File: src/pew_regs.svh
// register map, field positions, reset values and masks of the pin edge interrupt block
`ifndef PEW_REGS_SVH
`define PEW_REGS_SVH

// ------------------------------------------------------------
// byte offsets
// ------------------------------------------------------------
`define PEW_OFF_IRQ_CTRL 8'h00
`define PEW_OFF_RISE_EN 8'h04
`define PEW_OFF_FALL_EN 8'h08
`define PEW_OFF_CHG_FLAG 8'h0C
`define PEW_OFF_CNT_CTRL 8'h10
`define PEW_OFF_PERIPH_EN 8'h14
`define PEW_OFF_PERIPH_FLAG 8'h18
`define PEW_OFF_CNT_VALUE 8'h1C
`define PEW_OFF_CORE_STAT 8'h20
`define PEW_OFF_SHADOW_BASE 8'h40
`define PEW_OFF_SHADOW_LAST 8'h5C

// ------------------------------------------------------------
// field positions
// ------------------------------------------------------------
`define PEW_IC_GIE 7
`define PEW_IC_PERIPHERAL_IRQ_ENABLE 6
`define PEW_IC_EXT_PIN_IRQ_ENABLE 4
`define PEW_IC_CHANGE_IRQ_MASTER_ENABLE 3
`define PEW_IC_EXT_PIN_IRQ_FLAG 1
`define PEW_IC_SUMMARY 0
`define PEW_IC_EDGE_SEL 8
`define PEW_CC_RUN 0
`define PEW_CC_SYNC_DIS 2
`define PEW_CC_OSC_EN 3
`define PEW_CC_CSEL_HI 7
`define PEW_CC_CSEL_LO 6
`define PEW_PE_ROLL 0
`define PEW_PF_ROLL 0
`define PEW_CS_FSM_HI 2
`define PEW_CS_FSM_LO 0
`define PEW_CS_WAKE_HI 6
`define PEW_CS_WAKE_LO 4
`define PEW_CS_PEND 7

// ------------------------------------------------------------
// values and masks
// ------------------------------------------------------------
`define PEW_CSEL_EXT 2'h2
`define PEW_STATUS_SAVE_MASK 8'hE7
`define PEW_BSR_MASK 8'h1F
`define PEW_PC_UPPER_LATCH_MASK 8'h7F
`define PEW_CNT_MAX 16'hFFFF
`define PEW_CNT_RST 16'h0000
`define PEW_BYTE_RST 8'h00

`endif

File: src/pew_pkg.sv
// types shared by the pin edge interrupt block
package pew_pkg;

  localparam int PEW_PORT_W = 8;
  localparam int PEW_SHADOW_N = 8;

  typedef enum logic [2:0] {
    PEW_RUN      = 3'h1,
    PEW_SLEEP    = 3'h2,
    PEW_WAKE_ONE = 3'h4
  } pew_fsm_t;

  // byte 0 is the lowest field so the struct casts to a byte array by index
  typedef struct packed {
    logic [7:0] fsr1h;
    logic [7:0] fsr1l;
    logic [7:0] fsr0h;
    logic [7:0] fsr0l;
    logic [7:0] pc_upper_latch;
    logic [7:0] bank_select_reg;
    logic [7:0] status;
    logic [7:0] w;
  } pew_ctx_t;

  typedef logic [PEW_SHADOW_N-1:0][7:0] pew_shadow_t;

  typedef struct packed {
    pew_fsm_t fsm;
    logic [PEW_PORT_W-1:0] pin_s1;
    logic [PEW_PORT_W-1:0] pin_s2;
    logic [PEW_PORT_W-1:0] pin_prev;
    logic ext_s1;
    logic ext_s2;
    logic ext_prev;
    logic cclk_s1;
    logic cclk_s2;
    logic cclk_prev;
    logic global_irq_enable;
    logic peripheral_irq_enable;
    logic ext_pin_irq_enable;
    logic change_irq_master_enable;
    logic ext_pin_irq_flag;
    logic edge_sel;
    logic [PEW_PORT_W-1:0] rise_en;
    logic [PEW_PORT_W-1:0] fall_en;
    logic [PEW_PORT_W-1:0] chg_flag;
    logic cnt_run;
    logic cnt_sync_dis;
    logic cnt_osc_en;
    logic [1:0] cnt_csel;
    logic roll_ie;
    logic roll_flag;
    logic [15:0] cnt;
    logic [2:0] wake_en;
    pew_shadow_t shadow;
    logic [14:0] ret_pc;
    logic vector;
    logic push;
    logic restore;
    logic bus_ack;
    logic [31:0] rdata;
  } pew_state_t;

endpackage

File: src/pew_irq_front.sv
// pin edge interrupt, counter rollover, wake and context shadow logic
//
// The Avalon-MM register port and the register addresses were left to the implementer.
`timescale 1ns/1ps
`include "pew_regs.svh"

module pew_irq_front
  import pew_pkg::*;
#(
  parameter int PORT_W = 8
) (
  input wire logic sys_clk_i,                 // system clock, 100 MHz
  input wire logic reset_i,                   // synchronous reset, active high
  // avalon-mm slave
  input wire logic [7:0] avs_address_i,       // byte address
  input wire logic avs_read_i,                // read request
  input wire logic avs_write_i,               // write request
  input wire logic [31:0] avs_writedata_i,    // write data
  input wire logic [3:0] avs_byteenable_i,    // byte lanes
  output logic [31:0] avs_readdata_o,         // read data
  output logic avs_waitrequest_o,             // stall the master
  // pins
  input wire logic [PORT_W-1:0] port_pins_i,  // second io port levels
  input wire logic ext_pin_i,                 // dedicated edge interrupt pin
  input wire logic counter_clk_pin_i,         // external counter clock
  // core side
  input wire logic sleep_req_i,               // core executes sleep
  input wire logic instr_retire_i,            // core finished an instruction
  input wire logic irq_return_i,              // core executes return from irq
  input wire logic [14:0] return_pc_i,        // pc to push on entry
  input wire pew_ctx_t ctx_i,                 // live context registers
  output logic core_sleep_o,                  // core held in sleep
  output logic irq_pending_o,                 // some enabled source pending
  output logic vector_o,                      // branch to interrupt vector
  output logic stack_push_o,                  // push push_pc_o
  output logic [14:0] push_pc_o,              // return pc to stack
  output logic ctx_restore_o,                 // load ctx_o into live regs
  output pew_ctx_t ctx_o                      // shadow context
);

  // ------------------------------------------------------------
  // elaboration checks
  // ------------------------------------------------------------
  if (PORT_W != PEW_PORT_W) begin : g_bad_width
    $error("pew_irq_front: PORT_W must match the state struct width");
  end

  // ------------------------------------------------------------
  // state
  // ------------------------------------------------------------
  pew_state_t s;
  pew_state_t next_s;

  logic [PORT_W-1:0] pin_edges;
  logic ext_edge;
  logic cclk_rise;
  logic cnt_async;
  logic cnt_tick;
  logic rollover;
  logic ext_req;
  logic chg_req;
  logic roll_req;
  logic irq_pending;
  logic wake_cond;
  logic bus_req;
  logic bus_wr;
  logic [2:0] shadow_idx;
  logic in_shadow;
  logic [7:0] wbyte;

  function automatic logic hit(input logic [7:0] addr, input logic [7:0] off);
    hit = (addr == off);
  endfunction

  function automatic pew_shadow_t save_ctx(input pew_ctx_t c);
    pew_ctx_t m;
    m = c;
    m.status = c.status & `PEW_STATUS_SAVE_MASK;
    m.bank_select_reg = c.bank_select_reg & `PEW_BSR_MASK;
    m.pc_upper_latch = c.pc_upper_latch & `PEW_PC_UPPER_LATCH_MASK;
    save_ctx = pew_shadow_t'(m);
  endfunction

  // ------------------------------------------------------------
  // edge detection
  // ------------------------------------------------------------
  // second stage against a third copy; the first stage feeds only the second
  assign pin_edges = (s.pin_s2 & ~s.pin_prev & s.rise_en)
                   | (~s.pin_s2 & s.pin_prev & s.fall_en);
  assign ext_edge = s.edge_sel ? (s.ext_s2 & ~s.ext_prev)
                               : (~s.ext_s2 & s.ext_prev);
  assign cclk_rise = s.cclk_s2 & ~s.cclk_prev;

  // ------------------------------------------------------------
  // counter
  // ------------------------------------------------------------
  // only the external, unsynchronised mode keeps counting with the core asleep
  assign cnt_async = s.cnt_sync_dis && (s.cnt_csel == `PEW_CSEL_EXT);
  assign cnt_tick = s.cnt_run
                  && ((s.cnt_csel == `PEW_CSEL_EXT) ? cclk_rise : 1'b1)
                  && ((s.fsm != PEW_SLEEP) || cnt_async);
  assign rollover = cnt_tick && (s.cnt == `PEW_CNT_MAX);

  // ------------------------------------------------------------
  // interrupt request and wake
  // ------------------------------------------------------------
  assign ext_req = s.ext_pin_irq_flag & s.ext_pin_irq_enable;
  assign chg_req = (|s.chg_flag) & s.change_irq_master_enable;
  assign roll_req = s.roll_flag & s.roll_ie & s.peripheral_irq_enable & s.cnt_run;
  assign irq_pending = ext_req | chg_req | roll_req;
  // enables were frozen at sleep entry
  assign wake_cond = (s.ext_pin_irq_flag & s.wake_en[2])
                   | ((|s.chg_flag) & s.wake_en[1])
                   | (s.roll_flag & s.wake_en[0] & cnt_async);

  // ------------------------------------------------------------
  // bus decode
  // ------------------------------------------------------------
  assign bus_req = avs_read_i | avs_write_i;
  assign bus_wr = avs_write_i & s.bus_ack;
  assign in_shadow = (avs_address_i >= `PEW_OFF_SHADOW_BASE)
                  && (avs_address_i <= `PEW_OFF_SHADOW_LAST)
                  && (avs_address_i[1:0] == 2'h0);
  assign shadow_idx = 3'((avs_address_i - `PEW_OFF_SHADOW_BASE) >> 2);
  assign wbyte = avs_writedata_i[7:0];

  // ------------------------------------------------------------
  // next state
  // ------------------------------------------------------------
  always_comb begin
    next_s = s;
    next_s.vector = 1'b0;
    next_s.push = 1'b0;
    next_s.restore = 1'b0;

    // synchronisers
    next_s.pin_s1 = port_pins_i;
    next_s.pin_s2 = s.pin_s1;
    next_s.pin_prev = s.pin_s2;
    next_s.ext_s1 = ext_pin_i;
    next_s.ext_s2 = s.ext_s1;
    next_s.ext_prev = s.ext_s2;
    next_s.cclk_s1 = counter_clk_pin_i;
    next_s.cclk_s2 = s.cclk_s1;
    next_s.cclk_prev = s.cclk_s2;

    // one wait cycle per access, data latched in the first
    next_s.bus_ack = bus_req & ~s.bus_ack;
    if (avs_read_i && !s.bus_ack) begin
      next_s.rdata = 32'h0000_0000;
      if (hit(avs_address_i, `PEW_OFF_IRQ_CTRL)) begin
        next_s.rdata[`PEW_IC_GIE] = s.global_irq_enable;
        next_s.rdata[`PEW_IC_PERIPHERAL_IRQ_ENABLE] = s.peripheral_irq_enable;
        next_s.rdata[`PEW_IC_EXT_PIN_IRQ_ENABLE] = s.ext_pin_irq_enable;
        next_s.rdata[`PEW_IC_CHANGE_IRQ_MASTER_ENABLE] = s.change_irq_master_enable;
        next_s.rdata[`PEW_IC_EXT_PIN_IRQ_FLAG] = s.ext_pin_irq_flag;
        next_s.rdata[`PEW_IC_SUMMARY] = |s.chg_flag;
        next_s.rdata[`PEW_IC_EDGE_SEL] = s.edge_sel;
      end else if (hit(avs_address_i, `PEW_OFF_RISE_EN)) begin
        next_s.rdata[PORT_W-1:0] = s.rise_en;
      end else if (hit(avs_address_i, `PEW_OFF_FALL_EN)) begin
        next_s.rdata[PORT_W-1:0] = s.fall_en;
      end else if (hit(avs_address_i, `PEW_OFF_CHG_FLAG)) begin
        next_s.rdata[PORT_W-1:0] = s.chg_flag;
      end else if (hit(avs_address_i, `PEW_OFF_CNT_CTRL)) begin
        next_s.rdata[`PEW_CC_RUN] = s.cnt_run;
        next_s.rdata[`PEW_CC_SYNC_DIS] = s.cnt_sync_dis;
        next_s.rdata[`PEW_CC_OSC_EN] = s.cnt_osc_en;
        next_s.rdata[`PEW_CC_CSEL_HI:`PEW_CC_CSEL_LO] = s.cnt_csel;
      end else if (hit(avs_address_i, `PEW_OFF_PERIPH_EN)) begin
        next_s.rdata[`PEW_PE_ROLL] = s.roll_ie;
      end else if (hit(avs_address_i, `PEW_OFF_PERIPH_FLAG)) begin
        next_s.rdata[`PEW_PF_ROLL] = s.roll_flag;
      end else if (hit(avs_address_i, `PEW_OFF_CNT_VALUE)) begin
        next_s.rdata[15:0] = s.cnt;
      end else if (hit(avs_address_i, `PEW_OFF_CORE_STAT)) begin
        next_s.rdata[`PEW_CS_FSM_HI:`PEW_CS_FSM_LO] = s.fsm;
        next_s.rdata[`PEW_CS_WAKE_HI:`PEW_CS_WAKE_LO] = s.wake_en;
        next_s.rdata[`PEW_CS_PEND] = irq_pending;
      end else if (in_shadow) begin
        next_s.rdata[7:0] = s.shadow[shadow_idx];
      end
    end

    // register writes
    if (bus_wr && avs_byteenable_i[0]) begin
      if (hit(avs_address_i, `PEW_OFF_IRQ_CTRL)) begin
        next_s.global_irq_enable = wbyte[`PEW_IC_GIE];
        next_s.peripheral_irq_enable = wbyte[`PEW_IC_PERIPHERAL_IRQ_ENABLE];
        next_s.ext_pin_irq_enable = wbyte[`PEW_IC_EXT_PIN_IRQ_ENABLE];
        next_s.change_irq_master_enable = wbyte[`PEW_IC_CHANGE_IRQ_MASTER_ENABLE];
        next_s.ext_pin_irq_flag = wbyte[`PEW_IC_EXT_PIN_IRQ_FLAG];
      end
      if (hit(avs_address_i, `PEW_OFF_RISE_EN)) begin
        next_s.rise_en = wbyte[PORT_W-1:0];
      end
      if (hit(avs_address_i, `PEW_OFF_FALL_EN)) begin
        next_s.fall_en = wbyte[PORT_W-1:0];
      end
      if (hit(avs_address_i, `PEW_OFF_CHG_FLAG)) begin
        next_s.chg_flag = wbyte[PORT_W-1:0];
      end
      if (hit(avs_address_i, `PEW_OFF_CNT_CTRL)) begin
        next_s.cnt_run = wbyte[`PEW_CC_RUN];
        next_s.cnt_sync_dis = wbyte[`PEW_CC_SYNC_DIS];
        next_s.cnt_osc_en = wbyte[`PEW_CC_OSC_EN];
        next_s.cnt_csel = wbyte[`PEW_CC_CSEL_HI:`PEW_CC_CSEL_LO];
      end
      if (hit(avs_address_i, `PEW_OFF_PERIPH_EN)) begin
        next_s.roll_ie = wbyte[`PEW_PE_ROLL];
      end
      if (hit(avs_address_i, `PEW_OFF_PERIPH_FLAG)) begin
        next_s.roll_flag = wbyte[`PEW_PF_ROLL];
      end
      if (in_shadow) begin
        next_s.shadow[shadow_idx] = wbyte;
      end
    end
    if (bus_wr && avs_byteenable_i[1] && hit(avs_address_i, `PEW_OFF_IRQ_CTRL)) begin
      next_s.edge_sel = avs_writedata_i[`PEW_IC_EDGE_SEL];
    end

    // counter: a software write beats the increment of the same cycle
    if (cnt_tick) begin
      next_s.cnt = 16'(s.cnt + 16'h0001);
    end
    if (bus_wr && hit(avs_address_i, `PEW_OFF_CNT_VALUE)) begin
      if (avs_byteenable_i[0]) begin
        next_s.cnt[7:0] = wbyte;
      end
      if (avs_byteenable_i[1]) begin
        next_s.cnt[15:8] = avs_writedata_i[15:8];
      end
    end

    // hardware sets beat software clears of the same cycle
    next_s.chg_flag = next_s.chg_flag | pin_edges;
    if (ext_edge) begin
      next_s.ext_pin_irq_flag = 1'b1;
    end
    if (rollover) begin
      next_s.roll_flag = 1'b1;
    end

    // sequencing against the core
    unique case (s.fsm)
      PEW_RUN: begin
        if (irq_return_i) begin
          next_s.restore = 1'b1;
          next_s.global_irq_enable = 1'b1;
        end else if (instr_retire_i && s.global_irq_enable && irq_pending) begin
          next_s.vector = 1'b1;
          next_s.push = 1'b1;
          next_s.ret_pc = return_pc_i;
          next_s.shadow = save_ctx(ctx_i);
          next_s.global_irq_enable = 1'b0;
        end else if (sleep_req_i) begin
          next_s.fsm = PEW_SLEEP;
          next_s.wake_en = {s.ext_pin_irq_enable, s.change_irq_master_enable, s.roll_ie & s.peripheral_irq_enable & s.cnt_run};
        end
      end
      PEW_SLEEP: begin
        if (wake_cond) begin
          next_s.fsm = PEW_WAKE_ONE;
        end
      end
      PEW_WAKE_ONE: begin
        // the instruction after sleep retires first
        if (instr_retire_i) begin
          next_s.fsm = PEW_RUN;
          if (s.global_irq_enable && irq_pending) begin
            next_s.vector = 1'b1;
            next_s.push = 1'b1;
            next_s.ret_pc = return_pc_i;
            next_s.shadow = save_ctx(ctx_i);
            next_s.global_irq_enable = 1'b0;
          end
        end
      end
      default: begin
        next_s.fsm = PEW_RUN;
      end
    endcase
  end

  // ------------------------------------------------------------
  // registers
  // ------------------------------------------------------------
  always_ff @(posedge sys_clk_i) begin
    if (reset_i) begin
      s <= '0;
      s.fsm <= PEW_RUN;
      s.cnt <= `PEW_CNT_RST;
      s.rise_en <= `PEW_BYTE_RST;
      s.fall_en <= `PEW_BYTE_RST;
      s.chg_flag <= `PEW_BYTE_RST;
    end else begin
      s <= next_s;
    end
  end

  // ------------------------------------------------------------
  // outputs
  // ------------------------------------------------------------
  assign avs_readdata_o = s.rdata;
  assign avs_waitrequest_o = bus_req & ~s.bus_ack;
  assign core_sleep_o = (s.fsm == PEW_SLEEP);
  assign irq_pending_o = irq_pending;
  assign vector_o = s.vector;
  assign stack_push_o = s.push;
  assign push_pc_o = s.ret_pc;
  assign ctx_restore_o = s.restore;
  assign ctx_o = pew_ctx_t'(s.shadow);

endmodule

File: config.mk
export PLATFORM = sky130hd
export DESIGN_NAME = pew_irq_front
export DESIGN_NICKNAME = d
export VERILOG_FILES = /design/src/pew_pkg.sv /design/src/pew_irq_front.sv
export VERILOG_INCLUDE_DIRS = /design/src /design/src/src
export SDC_FILE = /design/constraint.sdc
export NUM_CORES = 1
export LEC_CHECK = 0
export ABC_AREA = 1
export BUFFER_PORTS_ARGS = -buffer_cell sky130_fd_sc_hd__buf_2
export CORE_ASPECT_RATIO = 2
export CORE_MARGIN = 5
export CORE_UTILIZATION = 54
export CTS_CLUSTER_DIAMETER = 60
export DETAILED_ROUTE_END_ITERATION = 16
export PLACE_DENSITY_LB_ADDON = 0.25
export SLEW_MARGIN = 20
export SYNTH_ARGS = -nofsm -noshare
export SYNTH_HDL_FRONTEND = slang
export SYNTH_SLANG_ARGS = --single-unit
File: constraint.sdc
create_clock -name sys_clk_i -period 2 [get_ports sys_clk_i]
set_input_delay 0.1 -clock sys_clk_i [delete_from_list [all_inputs] [get_ports sys_clk_i]]
set_output_delay 0.1 -clock sys_clk_i [all_outputs]
set_load 0.01 [all_outputs]
Word-level counts from Yosys, hierarchy flattened

Cells that the tools add are included.

Add/subtract/negate cells: 2
$lt $le $gt $ge: 4
Eq/ne operators: 21
Multiplexer cells: 77
Bitwise gates (word level): 36
Reduce and logical (&&, ||, !) cells: 36

Operator list:

| operator                                                         | number |
|---|---|
| 81-bit 2-to-1 mux                                                | 4 |
| 8-bit 2-to-1 mux                                                 | 25 |
| 81-bit case mux with 2 select lines                              | 1 |
| 64-bit 2-to-1 mux                                                | 2 |
| 64-bit bitwise mux                                               | 1 |
| 15-bit 2-to-1 mux                                                | 3 |
| 8-bit AND                                                        | 4 |
| 8-bit by 5-bit == test with 1-bit output (second input constant) | 4 |
| 16-bit 2-to-1 mux                                                | 2 |
| 8-bit binary-select mux with 3-bit select                        | 1 |
| 8-bit demux with 3-bit select                                    | 1 |
| 3-bit 2-to-1 mux                                                 | 7 |
| 1-bit 2-to-1 mux                                                 | 18 |
| 16-bit by 1-bit adder with 16-bit output (second input constant) | 1 |
| 1-bit AND                                                        | 16 |
| 16-bit == test (second input constant)                           | 1 |
| 8-bit by 4-bit == test with 1-bit output (second input constant) | 2 |
| 8-bit NOT                                                        | 2 |
| 8-bit OR                                                         | 2 |
| 1-bit logical AND                                                | 15 |
| 5-bit 2-to-1 mux                                                 | 3 |
| 2-bit AND reduction                                              | 7 |
| 2-bit inequality test (second input constant)                    | 6 |
| 2-bit 2-to-1 mux                                                 | 5 |
| other kinds (28)                                                 | 43 |

Bits in registers: 188
Input bits: 140

Longest topological paths before layout

Gate-level depths: netlist of the first run.

Depth in word-level cells: 23
Depth in mapped cells: 14

Worst setup path after synthesis of the first run

Ideal clock, no wire load.

Path kind: reg-to-reg
Start: register s[118] in the netlist's numbering
End: register s[132] in the netlist's numbering
Library setup time: 0.109 ns
Arrival time: 1.528 ns
Setup slack: 0.363 ns
Cell stages (with the launch flop): 13
Path buffers: 0
Period minus slack after synthesis: 1.637 ns
Path through: dfxtp_1 > ha_1 > inv_1 > nor3_1 > nand3_1 > nor2_1 > nand4_1 > nor2_1 > nor2_1 > nor2_1 > nand2_1 > nand2_1 > inv_1

Cells in the longest elaborated chain, start to end: 4

RTL lines:

| item                                       | line                 | RTL |
|---|---|---|
| start, declared                            | pew_irq_front.sv:51  | `pew_state_t s;` |
| start signal, assigned                     | pew_irq_front.sv:298 | `s <= next_s;` |
| 16-bit by 1-bit adder with 16-bit output * | pew_irq_front.sv:225 | `next_s.cnt = 16'(s.cnt + 16'h0001);` |
| 16-bit 2-to-1 mux *                        | pew_irq_front.sv:224 | `if (cnt_tick) begin` |
| 8-bit 2-to-1 mux                           | pew_irq_front.sv:231 | `if (avs_byteenable_i[1]) begin` |
| 16-bit 2-to-1 mux *                        | pew_irq_front.sv:227 | `` if (bus_wr && hit(avs_address_i, `PEW_OFF_CNT_VALUE)) begin `` |

Mark *: on every way between the ends. The rest lies on a longest branch, timed or not.
A chain may end at the register's enable or synchronous reset.

Worst setup path after layout of the first run

Start: register s[143] in the netlist's numbering
End: register s (netlist bit ctx_o[35])

Cells in the longest elaborated chain, start to end: 8

RTL lines:

| item                                        | line                                       | RTL |
|---|---|---|
| 8-bit OR reduction *                        | pew_irq_front.sv:108                       | `assign chg_req = (\|s.chg_flag) & s.change_irq_master_enable;` |
| 1-bit AND *                                 | pew_irq_front.sv:108                       |  |
| 1-bit OR * (2 in series)                    | pew_irq_front.sv:110                       | `assign irq_pending = ext_req \| chg_req \| roll_req;` |
| 1-bit logical AND, on equally long branches | pew_irq_front.sv:271, pew_irq_front.sv:251 |  |
| 81-bit 2-to-1 mux, on equally long branches | pew_irq_front.sv:271, pew_irq_front.sv:251 |  |
| 81-bit 2-to-1 mux, on equally long branches | pew_irq_front.sv:269, pew_irq_front.sv:248 |  |
| 81-bit case mux with 2 select lines *       | pew_irq_front.sv:246                       | `unique case (s.fsm)` |

Mark *: on every way between the ends. The rest lies on a longest branch, timed or not. The select of a mux whose other input is x is not followed.

==> results.sh, run 1 <==
export IMPL_status="complete, no violations"
export IMPL_yosysTopAreaCell="dfxtp_1"
export IMPL_gr_usage_all_layers_pct=29.7
export IMPL_min_from="avs_writedata_i[8]"
export IMPL_die_w_microns=106
export IMPL_worstSetupEndpointType="flop"
export IMPL_cp_startpoint="s[143]"
export IMPL_core_sq_mm=0.0182
export IMPL_ys_types=48
export IMPL_fmax_mhz=532
export IMPL_vias=9800
export IMPL_dp_cells=1744
export IMPL_synth_async_reset_ratio_pct=0
export IMPL_area_delta_synth_final_pct=21.3
export IMPL_grt_ovfl_total=0
export IMPL_fin_crit_sh_pct=93.9
export IMPL_drc=0
export IMPL_worst_ir_drop_vdd_uv=504
export IMPL_synth_edf_count=0
export IMPL_maxCapViolCount=0
export IMPL_rsz0062_at_grt="no"
export IMPL_p_leak_uw=0.00579
export IMPL_crit_required_ps=2310
export IMPL_synth_area_top_cells="dfxtp_1 38%, nand2_1 12%, buf_4 8.6%"
export IMPL_hold_violations=0
export IMPL_cts_tree="done"
export IMPL_ys_ff_latch=187
export IMPL_die_area_sq_mm=0.0213
export IMPL_critical_path_arrival_ps=2190
export IMPL_grt_start_max_net_pins=75
export IMPL_cts_sinks=187
export IMPL_setup_tns_ps=0
export IMPL_htreeDepth=4
export IMPL_synth_top_area_share_pct=37.8
export IMPL_antenna_left=0
export IMPL_period_needed_ps=1880
export IMPL_gp_congestion=0.980
export IMPL_io_pins=257
export IMPL_netlist_area_sq_mm=0.00991
export IMPL_start_util_pct=54.4
export IMPL_dp_hpwl_mm=23.6
export IMPL_yosysSeqAreaShare_pct=37.8
export IMPL_hold_class="in2reg"
export IMPL_syn_inst=1422
export IMPL_yosysMostFrequentCell="nand2_1"
export IMPL_final_cells=1867
export IMPL_skew_ps=9.07
export IMPL_dr_pass1_iters=5
export IMPL_drt_initial_drc_count=482
export IMPL_synth_cells_most_frequent="304 x nand2_1, 187 x dfxtp_1, 163 x inv_1, 133 x nor2_1, 125 x a21oi_1"
export IMPL_numCtsBuffers=17
export IMPL_clockRootBuffer="clkbuf_16"
export IMPL_clk_insertion_delay_late_ps=440
export IMPL_antenna_found_initial=0
export IMPL_antennaDiodeCount=0
export IMPL_finalWirelength_mm=32.0
export IMPL_synth_ff_type="dfxtp_1"
export IMPL_nets=1779
export IMPL_setup_viol=0
export IMPL_cts_buffer_depth=2
export IMPL_cp_start_kind="flop"
export IMPL_r2r_start="s[143]"
export IMPL_worstSetupPathType="reg2reg"
export IMPL_die_h_microns=202
export IMPL_syn_avg_cell_area_sq_um=6.97
export IMPL_viasPerCell=5.25
export IMPL_drive_above_1_share_pct=21.5
export IMPL_cp_max_fo=59
export IMPL_tightest_slew_ps=536
export IMPL_maxSlewHeadroom_pct=64.0
export IMPL_row_count=70
export IMPL_maxSlewViolCount=0
export IMPL_grt_pass1_wl_mm=49.6
export IMPL_synth_warning_count=0
export IMPL_clk_pin_slew_ps=70
export IMPL_port_buffers=216
export IMPL_power_density_mw_per_mm2=675
export IMPL_wire_per_inst_microns=17.1
export IMPL_grt_pass1_vias=9885
==> routing by layer <==
| layer | vias to the layer above | global-route usage, % | share of wire [%] |
|---|---|---|---|
| li1 | 4841 | - | - |
| met1 | 4405 | 28.1 | 34 |
| met2 | 419 | 55.2 | 52 |
| met3 | 135 | 4.82 | 5.7 |
| met4 | 0 | 23.0 | 8.3 |
| met5 | - | 0 | 0 |
==> sequential cells by signal (all words and copies together), names as in the netlist <==
signal	flops
avs_readdata_o	16
vector_o	1
s	70
push_pc_o	15
ctx_restore_o	1
next_s	20
ctx_o	64
==> per-stage QoR <==
step	hold WS [ps]	utilization [%]	cell area [sq um]	total power, uW	setup WS (ps)
3_5_place_dp	302	57.7	10500	4640	183
6_report	11.0	66.0	12000	8110	122
5_1_grt	1.80	66.0	12000	8410	13.0
2_1_floorplan	203	-	9960	4340	363
3_3_place_gp	303	57.7	10500	4630	229
4_1_cts	1.86	65.9	12000	8140	158
==> cell usage in the layout, fill, tap and decap left out, drive strengths merged, types with 20 or more instances in the layout <==
master and n:
buf 258, dlygate4sd3 91, inv 187, a21oi 125, dfxtp 187, nor3 21
nand2 315, nand3 50, o21ai 154, nor2 145, nand4 20, clkbuf 20
==> power by group <==
part / internal (uW) / leakage (uW) / switching [uW]
combinational: 361 / 0.00400 / 520
sequential: 3790 / 0.00151 / 45.3
clock: 1890 / 0.000278 / 1510
total: 6040 / 0.00579 / 2070
==> cell type report <==
| type | instances | area (sq um) |
|---|---|---|
| Sequential cell | 187 | 3740 |
| Multi-Input combinational cell | 897 | 4360 |
| Timing Repair Buffer | 349 | 2360 |
| Fill cell | 1659 | 6200 |
| Inverter | 186 | 701 |
| Tap cell | 216 | 270 |
| Clock inverter | 12 | 136 |
| Clock buffer | 20 | 447 |
==> cells by family after synthesis <==
family | count (synthesis) | synth area share, %
flip-flops | 187 | 37.8
AO/OA/AOI/OAI | 306 | 16.3
other | 1 | 0.0379
adder cells (fa/ha/maj) | 1 | 0.126
multiplexers | 2 | 0.202
AND/OR/NAND/NOR | 559 | 25.5
buffers and inverters | 353 | 18.9
XOR/XNOR | 13 | 1.15
==> worst max-delay path, stage by stage (launching register included) <==
cell and delay (ps):
dfxtp_1 320, nor2_1 130, nand2_1 120, o21ai_1 170, nand2_1 170, nand3_1 150
inv_2 60, nand2_4 70, inv_2 40, nand2_1 60, inv_2 40, buf_12 170
nand2_1 110, o21ai_0 90
==> repair_timing <==
item | 4_1_cts | 5_1_grt
setup buffers | 0 | 0
endpoints found under the hold margin | 90 | 0
hold buffers | 91 | 0
setup endpoints to repair | 0 | 3
gates resized for setup | 0 | 4
==> final timing paths <==
check	endpoint	slack [ps]	cells past startpoint
worst min register to register	next_s[171]	400	2
worst min-delay path	s[165]	10	3
worst max register to register	ctx_o[35]	120	13
worst max-delay path	ctx_o[35]	120	13
Power figures use the tool's default switching activity.
==> inputs of run 2 (changes only) <==
Settings changed: CORE_ASPECT_RATIO 2 to unset, RECOVER_POWER set to 25.
Clock period 2 ns to 2.11 ns, I/O delays scaled along.
==> results.sh, run 2 (synthesis results as in run 1) <==
export IMPL_largest_register_ffs=70
export IMPL_p_leak_uw=0.00555
export IMPL_gp_congestion=0.981
export IMPL_viasPerCell=5.22
export IMPL_die_w_microns=145
export IMPL_crit_end="ctx_o[35]"
export IMPL_hold_violations=0
export IMPL_cts_sinks=187
export IMPL_cts_tree="done"
export IMPL_maxCapViolCount=0
export IMPL_power_total_uw=7760
export IMPL_fin_crit_sh_pct=91.6
export IMPL_fmax_mhz=517
export IMPL_maxSlewViolCount=0
export IMPL_rr_worst_depth=8
export IMPL_r2r_start="s[32]"
export IMPL_critical_path_arrival_ps=2310
export IMPL_rsz0062_at_grt="no"
export IMPL_cp_max_fo=16
export IMPL_row_count=49
export IMPL_final_common_cell="nand2_1"
export IMPL_register_area_sq_mm=0.00374
export IMPL_drt_initial_drc_count=1063
export IMPL_drc=0
export IMPL_tightest_slew_ps=1470
export IMPL_hold_class="in2reg"
export IMPL_largest_register="s"
export IMPL_drive_above_1_share_pct=18.4
export IMPL_antenna_found_initial=2
export IMPL_clk_pin_slew_ps=80
export IMPL_gr_usage_all_layers_pct=27.8
export IMPL_clockRootBuffer="clkbuf_16"
export IMPL_die_h_microns=145
export IMPL_worstSetupEndpointType="flop"
export IMPL_numCtsBuffers=17
export IMPL_nets=1766
export IMPL_vias=9760
export IMPL_cp_start_kind="flop"
export IMPL_power_density_mw_per_mm2=653
export IMPL_cp_startpoint="s[32]"
export IMPL_clk_insertion_delay_late_ps=450
export IMPL_dp_hpwl_mm=21.5
export IMPL_skew_ps=9.09
export IMPL_die_area_sq_mm=0.0212
export IMPL_core_sq_mm=0.0180
export IMPL_htreeDepth=4
export IMPL_post_cts_buffers=0
export IMPL_cts_buffer_depth=2
export IMPL_io_pins=257
export IMPL_dr_pass1_iters=7
export IMPL_mostFrequentLayoutCells="304 x nand2_1, 187 x dfxtp_1, 175 x buf_2"
export IMPL_post_place_ws_ps=214
export IMPL_period_needed_ps=1930
export IMPL_grt_pass1_wl_mm=48.2
export IMPL_grt_pass1_vias=9243
export IMPL_maxSlewHeadroom_pct=2.08
export IMPL_r2r_end="ctx_o[35]"
export IMPL_multi_input_area_sq_mm=0.00435
export IMPL_grt_ovfl_total=0
export IMPL_setup_tns_ps=0
export IMPL_antenna_left=0
export IMPL_wire_per_inst_microns=16.3
export IMPL_status="complete, no violations"
export IMPL_grt_start_max_net_pins=63
export IMPL_worst_ir_drop_vdd_uv=610
export IMPL_start_util_pct=55.0
export IMPL_finalWirelength_mm=30.5
export IMPL_worstSetupPathType="reg2reg"
export IMPL_crit_required_ps=2480
export IMPL_port_buffers=216
export IMPL_fillers=1619
export IMPL_area_delta_synth_final_pct=20.0
export IMPL_setup_ws_ps=177
export IMPL_setup_viol=0
export IMPL_r2r_slack_ps=180
## run 2: final cells by class
type | count | area share (%)
antenna | 2 | 0.0421
clock inverter | 15 | 1.58
sequential | 187 | 31.5
clock buffer | 17 | 3.58
timing repair buffer | 336 | 18.4
multi-input combinational | 897 | 36.6
inverter | 186 | 5.90
tap | 229 | 2.41
## run 2: repair_timing
| item | in CTS | in global routing |
|---|---|---|
| hold endpoints to repair | 91 | 0 |
| endpoints found under the setup margin | 0 | 1 |
| resized for setup | 0 | 2 |
| hold buffers | 92 | 0 |
## run 2: critical path: stages, from the launching register on
cell and delay [ps]:
dfxtp_1 390, nand2_2 140, nor2_8 220, inv_4 130, nor3_4 190, nand3_2 330
nor2_1 230, a21oi_1 80, o21ai_0 140
## run 2: how the worst min path moves through the flow
| stage | startpoint | to | slack [ps] | depth (start not counted) |
|---|---|---|---|---|
| floorplan | ctx_i[19] | ctx_o[19] | 210 | 2 |
| global placement | ctx_i[28] | ctx_o[28] | 300 | 3 |
| finish | avs_writedata_i[10] | s[128] | 3 | 5 |
| CTS | avs_writedata_i[10] | s[128] | 5 | 5 |
| detailed placement | ctx_i[17] | ctx_o[17] | 310 | 3 |
| global route | avs_writedata_i[15] | s[133] | 20 | 5 |
## run 2: power breakdown
group | switching, uW | internal, uW | total [uW]
combinational | 481 | 330 | 811
clock | 1600 | 1720 | 3320
sequential | 41.8 | 3590 | 3630
## run 2: per-stage QoR
step	cell area, sq um	hold WS (ps)	cells	util (%)
final	11900	2.53	1869	65.9
after global routing	11900	19.2	1869	65.9
after CTS	11900	5.17	1867	66.2
after detailed placement	10400	310	1743	57.7
after global placement	10400	303	1743	57.7
after floorplan	9960	209	1437	-
## run 2: per-layer routing
| metal | vias up | global-route usage, % | routed length [microns] |
|---|---|---|---|
| li1 | 4806 | - | - |
| met1 | 4353 | 36.5 | 12600 |
| met2 | 502 | 43.6 | 13500 |
| met3 | 99 | 7.57 | 3180 |
| met4 | 0 | 10.9 | 1220 |
| met5 | - | 0 | 0 |
